===== src/endec_pkg.sv =====
// Purpose: Shared constants and types for the 10 Mb/s line coding and link logic.
// Assumes: ref_clk at 40 MHz, one bit time is four clock cycles.
// Notes: Register numbers double as port addresses on the plain register port.
package endec_pkg;

    localparam int CLK_NS = 25;
    localparam int BIT_NS = 100;
    localparam int CYC_PER_BIT = BIT_NS / CLK_NS;
    localparam int NS_PER_MS = 1000000;

    // Carrier release window in tenths of a bit time after the last line edge.
    localparam int CRS_OFF_MIN_TENTHS = 13;
    localparam int CRS_OFF_MAX_TENTHS = 23;
    // The edge counter lags the pins by the synchroniser stages, so they come off the count.
    localparam int RX_SYNC_CYC = 2;
    localparam logic [3:0] CRS_OFF_CYC =
        4'((CRS_OFF_MIN_TENTHS * BIT_NS + 10 * CLK_NS - 1) / (10 * CLK_NS) - RX_SYNC_CYC);
    localparam logic [3:0] CRS_OFF_LIMIT = 4'((CRS_OFF_MAX_TENTHS * BIT_NS) / (10 * CLK_NS));
    localparam logic [3:0] MID_MIN_CYC = 4'((3 * CYC_PER_BIT) / 4);
    localparam logic [3:0] LP_MAX_CYC = 4'(2 * CYC_PER_BIT);
    localparam logic [3:0] CI_HOLD_CYC = 4'(2 * CYC_PER_BIT);
    localparam logic [1:0] BIT_LAST = 2'(CYC_PER_BIT - 1);
    localparam logic [1:0] BIT_HALF = 2'(CYC_PER_BIT / 2);
    localparam logic [2:0] LP_LEN = 3'(CYC_PER_BIT);
    localparam logic [2:0] POL_FRAMES = 3'h4;
    localparam logic [3:0] PAT_A = 4'hA;
    localparam logic [3:0] PAT_B = 4'h5;

    localparam int LINK_PULSE_MS = 16;
    localparam int LINK_LOSS_MS = 50;
    localparam int LP_MIN_GAP_MS = 4;

    localparam logic [4:0] REG_TX_EVENT = 5'h08;
    localparam logic [4:0] REG_LINE_CTL = 5'h0D;
    localparam logic [4:0] REG_LINE_ST = 5'h0E;
    localparam logic [4:0] REG_SELF_CTL = 5'h0F;
    localparam logic [4:0] REG_TEST_CTL = 5'h13;

    localparam int BIT_AUI_ONLY = 8;
    localparam int BIT_AUTO_SEL = 9;
    localparam int BIT_POL_DIS = 12;
    localparam int BIT_EXT_RANGE = 14;
    localparam int BIT_ST_LINK = 7;
    localparam int BIT_ST_POL = 12;
    localparam int BIT_ST_CRS = 14;
    localparam int BIT_LED_OVR = 13;
    localparam int BIT_LED_MAN = 14;
    localparam int BIT_LT_DIS = 7;
    localparam int BIT_FDX = 14;
    localparam int BIT_EV_LOSS = 6;

    localparam logic [15:0] LINE_CTL_RST = 16'h0000;
    localparam logic [15:0] SELF_CTL_RST = 16'h0000;
    localparam logic [15:0] TEST_CTL_RST = 16'h0000;

    typedef enum logic [1:0] {
        LINK_BAD = 2'h0,
        LINK_ARMED = 2'h1,
        LINK_GOOD = 2'h3
    } link_state_t;

endpackage


===== src/ten_mbit_endec_link_logic.sv =====
// Purpose: Manchester encoder, carrier detect, decoder, port select, link integrity,
//          polarity correction and collision logic of a 10 Mb/s attachment.
// Assumes: Line receivers deliver sliced positive and negative levels per port.
// Notes: Pins pass two flip-flops before use; all outputs are registered.
//
// Overview of operation
// Manchester-encode MAC data onto selected port.
// Carrier on 1010/0101 twisted pair, any AUI bit.
// Carrier holds, drops 1.3-2.3 bits after last edge.
// Status register shows live carrier sense.
// Idle clock tracks internal; relocks to data.
// Line control bits 8 and 9 choose port.
// Unused fixed port is powered down.
// Auto mode prefers twisted pair when active.
// Idle twisted pair sends one-bit link pulses.
// Link pulse timer restarts at end of frame.
// No received pulses forces transmitter inactive.
// Extended range lowers receive squelch threshold.
// Link-loss timer expiry stops packet transmission.
// Packet or two spaced pulses restore link.
// Link status bit and active-low link LED.
// Link test disable ignores link state.
// Polarity status and correction disable act independently.
// Reversal needs pulse plus four reversed frames.
// Half duplex collision on simultaneous transmit, receive.
// AUI carrier missing or lost flags event.
// AUI collision pair asserts MAC collision.
// All timing counted in clock cycles.
// Reset: link bad, polarity good, timer running.
`timescale 1ns/1ps
module ten_mbit_endec_link_logic #(
    parameter int TW = 22,
    parameter int LP_PERIOD_CYC = endec_pkg::LINK_PULSE_MS * endec_pkg::NS_PER_MS / endec_pkg::CLK_NS,
    parameter int LINK_LOSS_CYC = endec_pkg::LINK_LOSS_MS * endec_pkg::NS_PER_MS / endec_pkg::CLK_NS,
    parameter int LP_MIN_GAP_CYC = endec_pkg::LP_MIN_GAP_MS * endec_pkg::NS_PER_MS / endec_pkg::CLK_NS
) (
    input wire logic ref_clk,
    input wire logic rst,
    input wire logic [4:0] reg_addr,
    input wire logic [15:0] reg_wdata,
    input wire logic reg_wr,
    input wire logic reg_rd,
    output logic [15:0] reg_rdata,
    input wire logic mac_tx_en,
    input wire logic mac_tx_data,
    output logic tx_bit_taken,
    output logic mac_rx_data,
    output logic mac_rx_valid,
    output logic mac_rx_clk,
    output logic mac_crs,
    output logic mac_col,
    input wire logic tp_rx_pos,
    input wire logic tp_rx_neg,
    output logic tp_tx_out,
    output logic tp_tx_en,
    output logic tp_power_down,
    output logic tp_low_squelch,
    input wire logic aui_rx_pos,
    input wire logic aui_rx_neg,
    input wire logic aui_ci,
    output logic aui_tx_out,
    output logic aui_tx_en,
    output logic aui_power_down,
    output logic link_led_out
);

    typedef struct packed {
        logic [15:0] line_ctl;
        logic [15:0] self_ctl;
        logic [15:0] test_ctl;
        logic carrier_lost_flag;
        logic [15:0] rdata;
        logic tpp1, tpp2, tpn1, tpn2;
        logic aip1, aip2, ain1, ain2;
        logic ci1, ci2;
        logic tp_sel, tp_pd, aui_pd, low_sq, led;
        logic in_burst, saw_p, saw_n, raw_last;
        logic [3:0] blen;
        logic reversed, rev_lp, good_lp;
        logic [2:0] rev_frames, good_frames;
        logic lvl;
        logic [3:0] since_edge, since_mid, pat;
        logic crs, rx_data, rx_valid, rx_clk;
        endec_pkg::link_state_t link_st;
        logic [TW-1:0] loss_cnt, gap_cnt, lp_cnt;
        logic [1:0] phase;
        logic tx_on, tx_bit, taken;
        logic [2:0] lp_len;
        logic tp_out, tp_en, aui_out, aui_en;
        logic [3:0] ci_cnt;
        logic col, aui_crs_seen;
    } st_t;

    st_t st_q, st_d;

    logic aui_only, auto_sel, pol_dis, link_ok, tp_act, lp_ev, pkt_ev;
    logic swap, p, n, act, lvl_now, edge_ev, bit_ev, discard;
    logic take, eof, line, tp_pkt, aui_tx, loss_set;

    always_comb begin
        st_d = st_q;
        lp_ev = 1'b0;
        pkt_ev = 1'b0;
        loss_set = 1'b0;
        // Pin synchronisers; the first stage feeds only the second.
        st_d.tpp1 = tp_rx_pos;
        st_d.tpp2 = st_q.tpp1;
        st_d.tpn1 = tp_rx_neg;
        st_d.tpn2 = st_q.tpn1;
        st_d.aip1 = aui_rx_pos;
        st_d.aip2 = st_q.aip1;
        st_d.ain1 = aui_rx_neg;
        st_d.ain2 = st_q.ain1;
        st_d.ci1 = aui_ci;
        st_d.ci2 = st_q.ci1;

        aui_only = st_q.line_ctl[endec_pkg::BIT_AUI_ONLY];
        auto_sel = st_q.line_ctl[endec_pkg::BIT_AUTO_SEL];
        pol_dis = st_q.line_ctl[endec_pkg::BIT_POL_DIS];
        link_ok = (st_q.link_st == endec_pkg::LINK_GOOD) ||
            st_q.test_ctl[endec_pkg::BIT_LT_DIS];
        st_d.tp_sel = !aui_only && (!auto_sel || st_q.link_st == endec_pkg::LINK_GOOD);
        st_d.tp_pd = aui_only;
        st_d.aui_pd = st_d.tp_sel;
        st_d.low_sq = st_q.line_ctl[endec_pkg::BIT_EXT_RANGE];
        st_d.led = st_q.self_ctl[endec_pkg::BIT_LED_OVR] ?
            st_q.self_ctl[endec_pkg::BIT_LED_MAN] : (st_q.link_st != endec_pkg::LINK_GOOD);

        // The twisted-pair receiver always listens, even while the AUI carries traffic.
        tp_act = st_q.tpp2 || st_q.tpn2;
        if (tp_act) begin
            st_d.in_burst = 1'b1;
            st_d.saw_p = st_q.saw_p || st_q.tpp2;
            st_d.saw_n = st_q.saw_n || st_q.tpn2;
            st_d.raw_last = st_q.tpp2;
            if (st_q.blen != 4'hF) begin
                st_d.blen = st_q.blen + 4'h1;
            end
        end else if (st_q.in_burst) begin
            st_d.in_burst = 1'b0;
            st_d.saw_p = 1'b0;
            st_d.saw_n = 1'b0;
            st_d.blen = 4'h0;
            if (st_q.blen <= endec_pkg::LP_MAX_CYC) begin
                lp_ev = 1'b1;
                if (st_q.saw_p && !st_q.saw_n) begin
                    st_d.good_lp = 1'b1;
                    st_d.rev_lp = 1'b0;
                end else if (st_q.saw_n && !st_q.saw_p) begin
                    st_d.rev_lp = 1'b1;
                    st_d.good_lp = 1'b0;
                end
            end else begin
                pkt_ev = 1'b1;
                // A frame ends on a positive idle level unless the pair is crossed.
                if (st_q.raw_last) begin
                    st_d.rev_frames = 3'h0;
                    if (st_q.good_frames != endec_pkg::POL_FRAMES) begin
                        st_d.good_frames = st_q.good_frames + 3'h1;
                    end
                end else begin
                    st_d.good_frames = 3'h0;
                    if (st_q.rev_frames != endec_pkg::POL_FRAMES) begin
                        st_d.rev_frames = st_q.rev_frames + 3'h1;
                    end
                end
            end
        end
        if (!st_q.reversed && st_d.rev_lp && st_d.rev_frames == endec_pkg::POL_FRAMES) begin
            st_d.reversed = 1'b1;
            st_d.rev_frames = 3'h0;
        end else if (st_q.reversed && st_d.good_lp &&
                     st_d.good_frames == endec_pkg::POL_FRAMES) begin
            st_d.reversed = 1'b0;
            st_d.good_frames = 3'h0;
        end

        // Decoder on the selected port; polarity fix only applies to the twisted pair.
        swap = st_q.reversed && !pol_dis && st_q.tp_sel;
        p = st_q.tp_sel ? st_q.tpp2 : st_q.aip2;
        n = st_q.tp_sel ? st_q.tpn2 : st_q.ain2;
        act = p || n;
        lvl_now = act ? (p ^ swap) : st_q.lvl;
        edge_ev = act && (lvl_now != st_q.lvl);
        bit_ev = edge_ev && (st_q.since_mid >= endec_pkg::MID_MIN_CYC);
        st_d.lvl = lvl_now;
        if (edge_ev) begin
            st_d.since_edge = 4'h0;
        end else if (st_q.since_edge != 4'hF) begin
            st_d.since_edge = st_q.since_edge + 4'h1;
        end
        if (bit_ev) begin
            st_d.since_mid = 4'h0;
            st_d.pat = {st_q.pat[2:0], lvl_now};
        end else if (st_q.since_mid != 4'hF) begin
            st_d.since_mid = st_q.since_mid + 4'h1;
        end
        if (!st_q.crs && bit_ev && (!st_q.tp_sel || st_d.pat == endec_pkg::PAT_A ||
                                    st_d.pat == endec_pkg::PAT_B)) begin
            st_d.crs = 1'b1;
        end else if (st_q.crs && st_q.since_edge >= endec_pkg::CRS_OFF_CYC) begin
            st_d.crs = 1'b0;
            st_d.pat = 4'h0;
        end
        // Data seen while a reversal is suspected but not yet fixed would be inverted.
        discard = st_q.tp_sel && !pol_dis && !st_q.reversed &&
            (st_q.rev_lp || st_q.rev_frames != 3'h0);
        st_d.rx_valid = bit_ev && st_d.crs && link_ok && !discard;
        st_d.rx_data = lvl_now;
        st_d.rx_clk = st_q.crs ? (st_q.since_mid < 4'(endec_pkg::BIT_HALF)) :
            (st_q.phase < endec_pkg::BIT_HALF);

        // Transmit bit timing and Manchester encoding.
        take = (st_q.phase == endec_pkg::BIT_LAST);
        st_d.phase = take ? 2'h0 : st_q.phase + 2'h1;
        st_d.taken = take;
        eof = st_q.tx_on && take && !mac_tx_en;
        if (take) begin
            st_d.tx_on = mac_tx_en;
            st_d.tx_bit = mac_tx_data;
        end
        line = (st_q.phase >= endec_pkg::BIT_HALF) ? st_q.tx_bit : !st_q.tx_bit;
        tp_pkt = st_q.tx_on && st_q.tp_sel && link_ok;
        if (st_q.lp_len != 3'h0) begin
            st_d.lp_len = st_q.lp_len - 3'h1;
        end
        if (st_q.tx_on || eof) begin
            st_d.lp_cnt = '0;
        end else if (st_q.lp_cnt >= TW'(LP_PERIOD_CYC - 1)) begin
            st_d.lp_cnt = '0;
            if (!st_q.tp_pd) begin
                st_d.lp_len = endec_pkg::LP_LEN;
            end
        end else begin
            st_d.lp_cnt = st_q.lp_cnt + 1'b1;
        end
        st_d.tp_en = tp_pkt || (st_q.lp_len != 3'h0);
        st_d.tp_out = tp_pkt ? line : 1'b1;
        aui_tx = st_q.tx_on && !st_q.tp_sel;
        st_d.aui_en = aui_tx;
        st_d.aui_out = line;

        // Link integrity; zero counts mean a pulse or packet was just heard.
        if (lp_ev || pkt_ev) begin
            st_d.loss_cnt = '0;
        end else if (st_q.loss_cnt != '1) begin
            st_d.loss_cnt = st_q.loss_cnt + 1'b1;
        end
        if (st_q.gap_cnt != '1) begin
            st_d.gap_cnt = st_q.gap_cnt + 1'b1;
        end
        case (st_q.link_st)
            endec_pkg::LINK_GOOD: begin
                if (!lp_ev && !pkt_ev && st_q.loss_cnt >= TW'(LINK_LOSS_CYC)) begin
                    st_d.link_st = endec_pkg::LINK_BAD;
                end
            end
            endec_pkg::LINK_ARMED: begin
                if (pkt_ev || (lp_ev && st_q.gap_cnt > TW'(LP_MIN_GAP_CYC))) begin
                    st_d.link_st = endec_pkg::LINK_GOOD;
                end else if (lp_ev) begin
                    st_d.gap_cnt = '0;
                end else if (st_q.gap_cnt >= TW'(LINK_LOSS_CYC)) begin
                    st_d.link_st = endec_pkg::LINK_BAD;
                end
            end
            endec_pkg::LINK_BAD: begin
                if (pkt_ev) begin
                    st_d.link_st = endec_pkg::LINK_GOOD;
                end else if (lp_ev) begin
                    st_d.link_st = endec_pkg::LINK_ARMED;
                    st_d.gap_cnt = '0;
                end
            end
            default: begin
                st_d.link_st = endec_pkg::LINK_BAD;
            end
        endcase

        // Collisions; the 10 MHz collision tone is stretched to a steady level.
        if (st_q.ci2) begin
            st_d.ci_cnt = endec_pkg::CI_HOLD_CYC;
        end else if (st_q.ci_cnt != 4'h0) begin
            st_d.ci_cnt = st_q.ci_cnt - 4'h1;
        end
        st_d.col = (!st_q.test_ctl[endec_pkg::BIT_FDX] && tp_pkt && tp_act) ||
            (!st_q.tp_sel && st_q.ci_cnt != 4'h0);

        // AUI echo check: carrier must appear and hold for the whole transmission.
        if (aui_tx) begin
            if (st_q.crs) begin
                st_d.aui_crs_seen = 1'b1;
            end else if (st_q.aui_crs_seen) begin
                loss_set = 1'b1;
            end
        end else begin
            st_d.aui_crs_seen = 1'b0;
        end
        if (eof && !st_q.tp_sel && !st_q.aui_crs_seen && !st_q.crs) begin
            loss_set = 1'b1;
        end

        // Register port; read data stand only in the cycle after the strobe.
        st_d.rdata = 16'h0000;
        if (reg_rd) begin
            case (reg_addr)
                endec_pkg::REG_TX_EVENT: begin
                    st_d.rdata[endec_pkg::BIT_EV_LOSS] = st_q.carrier_lost_flag;
                end
                endec_pkg::REG_LINE_CTL: begin
                    st_d.rdata = st_q.line_ctl;
                end
                endec_pkg::REG_LINE_ST: begin
                    st_d.rdata[endec_pkg::BIT_ST_CRS] = st_q.crs;
                    st_d.rdata[endec_pkg::BIT_ST_POL] = !st_q.reversed;
                    st_d.rdata[endec_pkg::BIT_ST_LINK] =
                        (st_q.link_st == endec_pkg::LINK_GOOD);
                end
                endec_pkg::REG_SELF_CTL: begin
                    st_d.rdata = st_q.self_ctl;
                end
                endec_pkg::REG_TEST_CTL: begin
                    st_d.rdata = st_q.test_ctl;
                end
                default: begin
                    st_d.rdata = 16'h0000;
                end
            endcase
        end
        if (reg_wr) begin
            case (reg_addr)
                endec_pkg::REG_LINE_CTL: st_d.line_ctl = reg_wdata;
                endec_pkg::REG_SELF_CTL: st_d.self_ctl = reg_wdata;
                endec_pkg::REG_TEST_CTL: st_d.test_ctl = reg_wdata;
                default: st_d.line_ctl = st_q.line_ctl;
            endcase
        end
        // A new event in the clearing read cycle survives the clear.
        st_d.carrier_lost_flag = loss_set || (st_q.carrier_lost_flag &&
            !(reg_rd && reg_addr == endec_pkg::REG_TX_EVENT));
    end

    always_ff @(posedge ref_clk or posedge rst) begin
        if (rst) begin
            st_q <= '0;
            st_q.line_ctl <= endec_pkg::LINE_CTL_RST;
            st_q.self_ctl <= endec_pkg::SELF_CTL_RST;
            st_q.test_ctl <= endec_pkg::TEST_CTL_RST;
            st_q.tp_sel <= 1'b1;
            st_q.led <= 1'b1;
            st_q.link_st <= endec_pkg::LINK_BAD;
        end else begin
            st_q <= st_d;
        end
    end

    assign reg_rdata = st_q.rdata;
    assign tx_bit_taken = st_q.taken;
    assign mac_rx_data = st_q.rx_data;
    assign mac_rx_valid = st_q.rx_valid;
    assign mac_rx_clk = st_q.rx_clk;
    assign mac_crs = st_q.crs;
    assign mac_col = st_q.col;
    assign tp_tx_out = st_q.tp_out;
    assign tp_tx_en = st_q.tp_en;
    assign tp_power_down = st_q.tp_pd;
    assign tp_low_squelch = st_q.low_sq;
    assign aui_tx_out = st_q.aui_out;
    assign aui_tx_en = st_q.aui_en;
    assign aui_power_down = st_q.aui_pd;
    assign link_led_out = st_q.led;
endmodule // ten_mbit_endec_link_logic


===== config.mk =====
export PLATFORM = sky130hd
export DESIGN_NAME = ten_mbit_endec_link_logic
export DESIGN_NICKNAME = d
export VERILOG_FILES = /design/src/endec_pkg.sv /design/src/ten_mbit_endec_link_logic.sv
export SDC_FILE = /design/constraint.sdc
export NUM_CORES = 1
export LEC_CHECK = 0
export ABC_AREA = 1
export BUFFER_PORTS_ARGS = -buffer_cell sky130_fd_sc_hd__buf_4
export CAP_MARGIN = 20
export CORE_ASPECT_RATIO = 1.25
export CORE_MARGIN = 8
export CORE_UTILIZATION = 47
export DETAILED_ROUTE_END_ITERATION = 7
export SYNTH_ARGS = -nofsm -noshare
export SYNTH_HDL_FRONTEND = slang
export SYNTH_SLANG_ARGS = --single-unit

===== constraint.sdc =====
create_clock -name ref_clk -period 21.5 [get_ports ref_clk]
set_clock_uncertainty 0.1 [all_clocks]
set_input_delay 4.3 -clock ref_clk [delete_from_list [all_inputs] [get_ports ref_clk]]
set_output_delay 4.3 -clock ref_clk [all_outputs]
set_load 0.005 [all_outputs]

==> impl_results.rst, run 1 <==
.. list-table::
   :header-rows: 1

   * - Metric
     - Value
   * - Post-Route WL
     - approximately 20 mm
   * - Most common cell after layout, fill and taps aside
     - sky130_fd_sc_hd__nand2_1
   * - CP Capture Type
     - flop
   * - Final Slew Violations
     - 0
   * - 1st-iter DRT viols
     - ~420
   * - R2R Path Start
     - st_q[131]$_DFF_PP0_
   * - Number of input and output port buffers inserted
     - a little over 60
   * - Share of the core filled with cells in the final layout
     - a little over half
   * - CTS root buf
     - sky130_fd_sc_hd__clkbuf_16
   * - Worst-case hold path end point
     - st_q[133]$_DFF_PP0_
   * - Most used flip-flop cell after synthesis
     - sky130_fd_sc_hd__dfrtp_1
   * - Post-cts gate resize count
     - 0
   * - Detailed placer's ending HPWL
     - 14.52 mm
   * - Synth-to-Final Area Change
     - 12.49%
   * - Number of buffers added to fix hold violations after cts
     - 0
   * - Initial Util
     - between 40% and 50%
   * - CTS tree
     - done
   * - RSZ-0062 raised after global routing
     - no
   * - Register-to-register setup slack
     - ~19000 ps
   * - Count of unresolved DRC violations after routing
     - 0
   * - Final setup violating endpoints
     - 0
   * - Cell count after synthesis
     - about 1.1k
   * - Post-DR vias/cell
     - around 5.0
   * - Fin crit share
     - 28.96%
   * - Clock transition time at the flip-flop clock pins of the worst setup and hold paths
     - roughly 80 ps
   * - Number of flip-flops in the largest register
     - 160
   * - Sequential fraction of the synthesis area
     - approximately half
   * - Hold crit path type
     - reg -> reg
   * - Post-layout minimum cycle time
     - just over 6000 ps
   * - Die extent in x
     - between 100 and 150 µm
   * - Yosys warning count
     - 0
   * - Asr flop ratio synth
     - 100.0%
   * - Post-route setup slack
     - ~15000 ps
   * - Number of max-cap violations
     - 0
   * - Core region area
     - a little over 20000 µm²
   * - Chip height
     - 175.7 µm
   * - Final TNS setup
     - 0 ps
   * - TritonCTS Buffers
     - 17
   * - Vias post-DR
     - approximately 7.4k
   * - Initial antenna violation count
     - 1
   * - Hold violation total from the final report
     - 0
   * - Number of search-and-repair iterations in the first detailed-routing pass
     - 7
   * - Fmax
     - 160.6 MHz
   * - Worst-case clock buffer depth
     - 2
   * - Fraction of layout cells with a size suffix above 1
     - 11.15%
   * - Clock sink total
     - between 150 and 200
   * - Maximum number of pins on one net before global-route repair
     - between 100 and 150
   * - Sort of element at the start of the critical path
     - input pin
   * - WS Path Type
     - in -> reg
   * - Critical R2R Capture
     - st_q[85]$_DFFE_PP0P_
   * - Count of antenna-violating nets left after detailed routing
     - 0
   * - Global-route wire length before repair
     - between 30 and 40 mm
   * - Run status
     - complete, no violations
   * - Depth of the CTS H-tree
     - 4
   * - Distinct cell type count of the synthesized netlist
     - 49
   * - Worst Path Required
     - 21730 ps
   * - Count of flip-flops with a built-in enable after synthesis
     - 0
   * - Final Instance Count excl. Fillers
     - 1472
   * - Routability congestion estimate from global placement
     - 0.8652
   * - Largest voltage drop on the vdd net
     - approximately 0.06 mV
   * - Worst Hold Launch
     - st_d[133]$_DFF_PP0_
   * - Total number of placement rows
     - 58
   * - Slew at the pin closest to its max-slew limit
     - between 900 and 1000 ps
   * - Count of buffers added by post-CTS timing repair for setup
     - 0
   * - Leakage power figure
     - approximately 0.0053 µW
   * - Post-layout nets
     - 1240
   * - Register bit total from synthesis
     - ~200
   * - Rel. slew slack
     - between 30% and 40%
   * - Cell count of the worst hold path
     - 0
   * - Leading area contributor after synthesis
     - sky130_fd_sc_hd__dfrtp_1
   * - Aggregate global-route resource usage
     - between 10% and 20%
   * - Mean cell area of the mapped netlist
     - ~8.4 µm²
   * - Biggest register
     - st_q
   * - Commonest cells after routing, fill and taps aside
     - sky130_fd_sc_hd__nand2_1, sky130_fd_sc_hd__dfrtp_1, sky130_fd_sc_hd__inv_1, sky130_fd_sc_hd__nor2_1, sky130_fd_sc_hd__o21ai_0
   * - Routed len/inst
     - 13.79 µm
   * - DP Worst Slack
     - ~15000 ps
   * - Clock network latency to the later pin of the worst-skew pair
     - 430 ps
   * - Biggest fanout along the worst timing path
     - 32
   * - Die footprint
     - approximately 25000 µm²
   * - Number of global-route vias before repair
     - around 7.2k
   * - Final design area excluding fillers
     - between 10000 and 15000 µm²
   * - Placed standard-cell area
     - ~10000 µm²
   * - Diode insertion count for antenna repair
     - 0
   * - Cell count after placement
     - approximately 1.4k
   * - Ports
     - 62
   * - Synth top area cells
     - sky130_fd_sc_hd__dfrtp_1, sky130_fd_sc_hd__nand2_1, sky130_fd_sc_hd__inv_1
   * - Power density over the cells
     - around 96 nW/µm²
   * - Number of cells traversed by the worst register-to-register path
     - 6
   * - Data arrival at the endpoint of the critical path
     - between 6000 and 7000 ps
   * - Congestion Overflow GR
     - 0
   * - Proportion of netlist area held by the largest area contributor
     - between 50% and 60%
   * - Cell area after synthesis
     - roughly 9600 µm²
-- metal layers --
metal	share of wire, %	vias up	GRT usage (%)
li1	-	3762	-
met1	46	3447	22.60
met2	48	125	27.59
met3	4.4	16	4.048
met4	1.4	2	4.919
met5	0.054	-	0
-- worst max path at each step --
stage,from,end,slack [ps],depth (start not counted)
3_5_place_dp,reg_addr[2],st_q[154]$_DFFE_PP0P_,14820,5
5_1_grt,reg_addr[2],st_q[155]$_DFFE_PP0P_,14950,5
6_report,reg_addr[2],st_q[152]$_DFFE_PP0P_,15270,5
3_3_place_gp,reg_addr[2],st_q[166]$_DFFE_PP0P_,14910,5
4_1_cts,reg_addr[2],st_q[158]$_DFFE_PP0P_,15280,5
2_1_floorplan,rst,aui_only$_DFFE_PP0P_,11680,1
-- cells in the mapped netlist (16+ instances only) --
cell	instances
sky130_fd_sc_hd__a21oi_1	41
sky130_fd_sc_hd__buf_4	16
sky130_fd_sc_hd__dfrtp_1	197
sky130_fd_sc_hd__ha_1	19
sky130_fd_sc_hd__inv_1	166
sky130_fd_sc_hd__nand2_1	242
sky130_fd_sc_hd__nand3_1	73
sky130_fd_sc_hd__nand4_1	16
sky130_fd_sc_hd__nor2_1	108
sky130_fd_sc_hd__nor3_1	39
sky130_fd_sc_hd__o21ai_0	90
sky130_fd_sc_hd__xor2_1	17
-- worst max-delay path, cell delays in order --
cell	delay [ps]
sky130_fd_sc_hd__buf_4	120
sky130_fd_sc_hd__nor4_1	240
sky130_fd_sc_hd__and2_1	610
sky130_fd_sc_hd__nand2_1	770
sky130_fd_sc_hd__o21ai_0	410
-- layout make-up --
cell class / instances / area [µm²]
sequential: 199 / 4982
fill: 1943 / 9320
clock buffer: 17 / 425.4
multi-input combinational: 737 / 3735
inverter: 170 / 645.6
tap: 270 / 337.8
clock inverter: 15 / 175.2
timing repair buffer: 64 / 480.5
-- report_power, final --
group	leakage (µW)	internal [µW]	switching, µW	total (µW)
clock	0.000297	158	162	321
combinational	0.00246	84.9	136	221
sequential	0.00257	439	50.6	490
-- metrics by stage --
stage               hold slack, ps  power (µW)
floorplan                    231.2       656.6
global placement             234.9       715.6
global route                 254.6        1106
CTS                          252.6        1045
detailed placement           235.5       720.4
finish                       250.4        1032
-- cells by family after synthesis --
group	after synthesis	share of synthesized area (%)
simple gates	522	24.49
buf+inv	207	9.086
flops	199	51.98
compound gates	173	10.00
xor+xnor	21	1.919
fa+ha+maj	19	2.480
other cells	1	0.03913
Note: power is estimated with default switching activity, not from simulation.
==> inputs of run 2 (changes only) <==
Settings changed: ABC_AREA 1 to 0.
Clock period 21.5 ns to 6.4 ns, I/O delays scaled along.
==> impl_results.rst, run 2 <==
.. list-table::
   :header-rows: 1

   * - Metric
     - Value
   * - Run status
     - complete, no violations
   * - Rel. slew slack
     - 30.18%
   * - Hold crit path type
     - reg -> reg
   * - Most common cell after layout, fill and taps aside
     - sky130_fd_sc_hd__dfrtp_1
   * - Sort of element at the start of the critical path
     - input pin
   * - TritonCTS Buffers
     - 17
   * - RSZ-0062 raised after global routing
     - no
   * - Routability congestion estimate from global placement
     - about 0.84
   * - Clock network latency to the later pin of the worst-skew pair
     - 440 ps
   * - Proportion of netlist area held by the largest area contributor
     - between 50% and 60%
   * - Count of unresolved DRC violations after routing
     - 0
   * - Leakage power figure
     - approximately 0.0046 µW
   * - Congestion Overflow GR
     - 0
   * - Critical Path Slowest Stage Cell
     - sky130_fd_sc_hd__nand2_1
   * - Depth of the CTS H-tree
     - 4
   * - Routed len/inst
     - around 17 µm
   * - Mean cell area of the mapped netlist
     - 10.65 µm²
   * - Register bit total from synthesis
     - 198
   * - Yosys warning count
     - 0
   * - 1st-iter DRT viols
     - 552
   * - Count of buffers added by post-CTS timing repair for setup
     - 0
   * - Multi-input gate area
     - a little under 4000 µm²
   * - Core region area
     - a little under 20000 µm²
   * - Initial Util
     - 47.82%
   * - Clock sink total
     - 198
   * - Delay of the slowest critical-path stage
     - ~670 ps
   * - Die footprint
     - 24600 µm²
   * - Detailed placer's ending HPWL
     - ~14 mm
   * - Sequential cell area
     - approximately 5000 µm²
   * - Fin crit share
     - slightly above 50%
   * - Number of search-and-repair iterations in the first detailed-routing pass
     - 6
   * - Number of input and output port buffers inserted
     - just over 60
   * - Final TNS setup
     - 0 ps
   * - CTS tree
     - done
   * - Clock transition time at the flip-flop clock pins of the worst setup and hold paths
     - ~80 ps
   * - Fmax
     - roughly 300 MHz
   * - Final Slew Violations
     - 0
   * - Data arrival at the endpoint of the critical path
     - about 3600 ps
   * - Count of antenna-violating nets left after detailed routing
     - 0
   * - Library cell with the highest instance count after synthesis
     - sky130_fd_sc_hd__dfrtp_1
   * - Leading area contributor after synthesis
     - sky130_fd_sc_hd__dfrtp_1
   * - Post-cts gate resize count
     - 0
   * - Die extent in x
     - about 140 µm
   * - Post-layout nets
     - ~960
   * - Global-route wire length before repair
     - 34.80 mm
   * - Final-layout worst hold slack
     - about 250 ps
   * - Biggest fanout along the worst timing path
     - 17
   * - Cell area after synthesis
     - around 9300 µm²
   * - Count of filler cells inserted in the layout
     - between 1.5k and 2k
   * - Fraction of layout cells with a size suffix above 1
     - between 10% and 20%
   * - Aggregate global-route resource usage
     - approximately 17%
   * - Post-DR vias/cell
     - around 5.7
   * - Most used standard cells in the synthesized netlist
     - sky130_fd_sc_hd__dfrtp_1, sky130_fd_sc_hd__nor2_1, sky130_fd_sc_hd__mux2_2, sky130_fd_sc_hd__nand2_1, sky130_fd_sc_hd__nor3_1
   * - Post-layout minimum cycle time
     - ~3300 ps
   * - Distinct cell type count of the synthesized netlist
     - 65
   * - Synth-to-Final Area Change
     - 13.65%
   * - CTS root buf
     - sky130_fd_sc_hd__clkbuf_16
   * - Vias post-DR
     - between 6k and 7k
   * - Post-Route WL
     - roughly 21 mm
   * - Number of buffers added to fix hold violations after cts
     - 0
   * - Hold violation total from the final report
     - 0
   * - Maximum number of pins on one net before global-route repair
     - slightly below 200
   * - Diode insertion count for antenna repair
     - 0
   * - CP Capture Type
     - flop
   * - Worst-case clock buffer depth
     - 2
   * - Biggest register
     - st_q
   * - WS Path Type
     - in -> reg
   * - Number of flip-flops in the largest register
     - between 150 and 200
   * - Commonest cells after routing, fill and taps aside
     - sky130_fd_sc_hd__dfrtp_1, sky130_fd_sc_hd__nor2_1, sky130_fd_sc_hd__buf_4, sky130_fd_sc_hd__mux2_2, sky130_fd_sc_hd__nand2_1
   * - Ports
     - 62
   * - Count of flip-flops with a built-in enable after synthesis
     - 0
   * - Synth top area cells
     - sky130_fd_sc_hd__dfrtp_1, sky130_fd_sc_hd__mux2_2, sky130_fd_sc_hd__nor2_1
   * - Power density over the cells
     - around 320 nW/µm²
   * - Sequential fraction of the synthesis area
     - a little over half
   * - Cell count after synthesis
     - slightly below 900
   * - Asr flop ratio synth
     - 100.0%
   * - Slew at the pin closest to its max-slew limit
     - roughly 1000 ps
   * - Number of global-route vias before repair
     - between 6k and 7k
   * - Worst Path Required
     - about 6600 ps
   * - Total number of placement rows
     - between 50 and 60
   * - Final setup violating endpoints
     - 0
   * - Most used flip-flop cell after synthesis
     - sky130_fd_sc_hd__dfrtp_1
   * - Largest voltage drop on the vdd net
     - roughly 0.24 mV
   * - Initial antenna violation count
     - 0
   * - Critical path cell sequence
     - buf_4, nor4bb_1, and2_1, nand2_1, mux2_2
   * - Chip height
     - about 170 µm
   * - Number of max-cap violations
     - 0
==> run 2: logic make-up (layout without fill, tap and decap cells) <==
kind of cell	count (synthesis)	count (layout)	share of synthesized area, %
AOI/OAI and AO/OA	154	154	11.80
and+or+nand+nor	313	313	17.09
DFF	198	198	53.24
xor gates and xnor gates	41	41	3.857
muxes	60	60	7.162
adders and majority gates	19	19	2.553
other	1	2	0.04027
buffers and inverters	88	137	4.260
==> run 2: worst max-delay path, delay by kind of cell <==
| kind | cells | cell delay (ps) |
|---|---|---|
| buffers and inverters | 1 | 140 |
| multiplexers | 1 | 480 |
| AND/OR/NAND/NOR | 3 | 1640 |
==> run 2: final cells by class <==
cell class,instances,share of cell area [%]
Tap cell,265,3.133
Sequential cell,198,46.84
Clock buffer,17,4.020
Inverter,37,1.348
Clock inverter,15,2.199
Timing Repair Buffer,68,4.978
Multi-Input combinational cell,589,37.48
==> run 2: metal layers <==
metal / global-route usage, % / vias up / share of wire, %
met5: 0 / - / 0
met2: 29.63 / 136 / 51
met1: 21.20 / 3426 / 43
li1: - / 3236 / -
met4: 6.057 / 0 / 1.5
met3: 3.472 / 17 / 3.9
==> run 2: worst paths after layout <==
kind | from | to | slack (ps) | cells past startpoint
min in group asynchronous | rst | st_q[50]$_DFF_PP0_ | 1020 | 3
max in group asynchronous | rst | st_q[108]$_DFF_PP0_ | 4400 | 3
worst max-delay path | reg_addr[2] | st_q[159]$_DFFE_PP0P_ | 3080 | 5
worst min register to register | st_d[131]$_DFF_PP0_ | st_q[131]$_DFF_PP0_ | 250 | 0
worst max register to register | st_q[65]$_DFFE_PP0P_ | st_q[66]$_DFFE_PP0P_ | 3810 | 5
worst min-delay path | st_d[131]$_DFF_PP0_ | st_q[131]$_DFF_PP0_ | 250 | 0
==> run 2: report_power, final <==
group	internal [µW]	switching [µW]	total, µW	leakage (µW)
sequential	1450	198	1650	0.00256
clock	564	592	1160	0.000319
combinational	296	338	634	0.00173
==> run 2: metrics by stage <==
stage / setup slack [ps] / area (µm²) / util, % / std cells / power, µW
after floorplan: 2461 / 9319 / - / 875 / 2085
after global placement: 2165 / 9913 / 50.92 / 1156 / 2255
after detailed placement: 2610 / 9925 / 50.97 / 1157 / 2309
after CTS: 3107 / 10580 / 54.35 / 1189 / 3479
after global routing: 2905 / 10580 / 54.35 / 1189 / 3648
final: 3079 / 10580 / 54.35 / 1189 / 3437
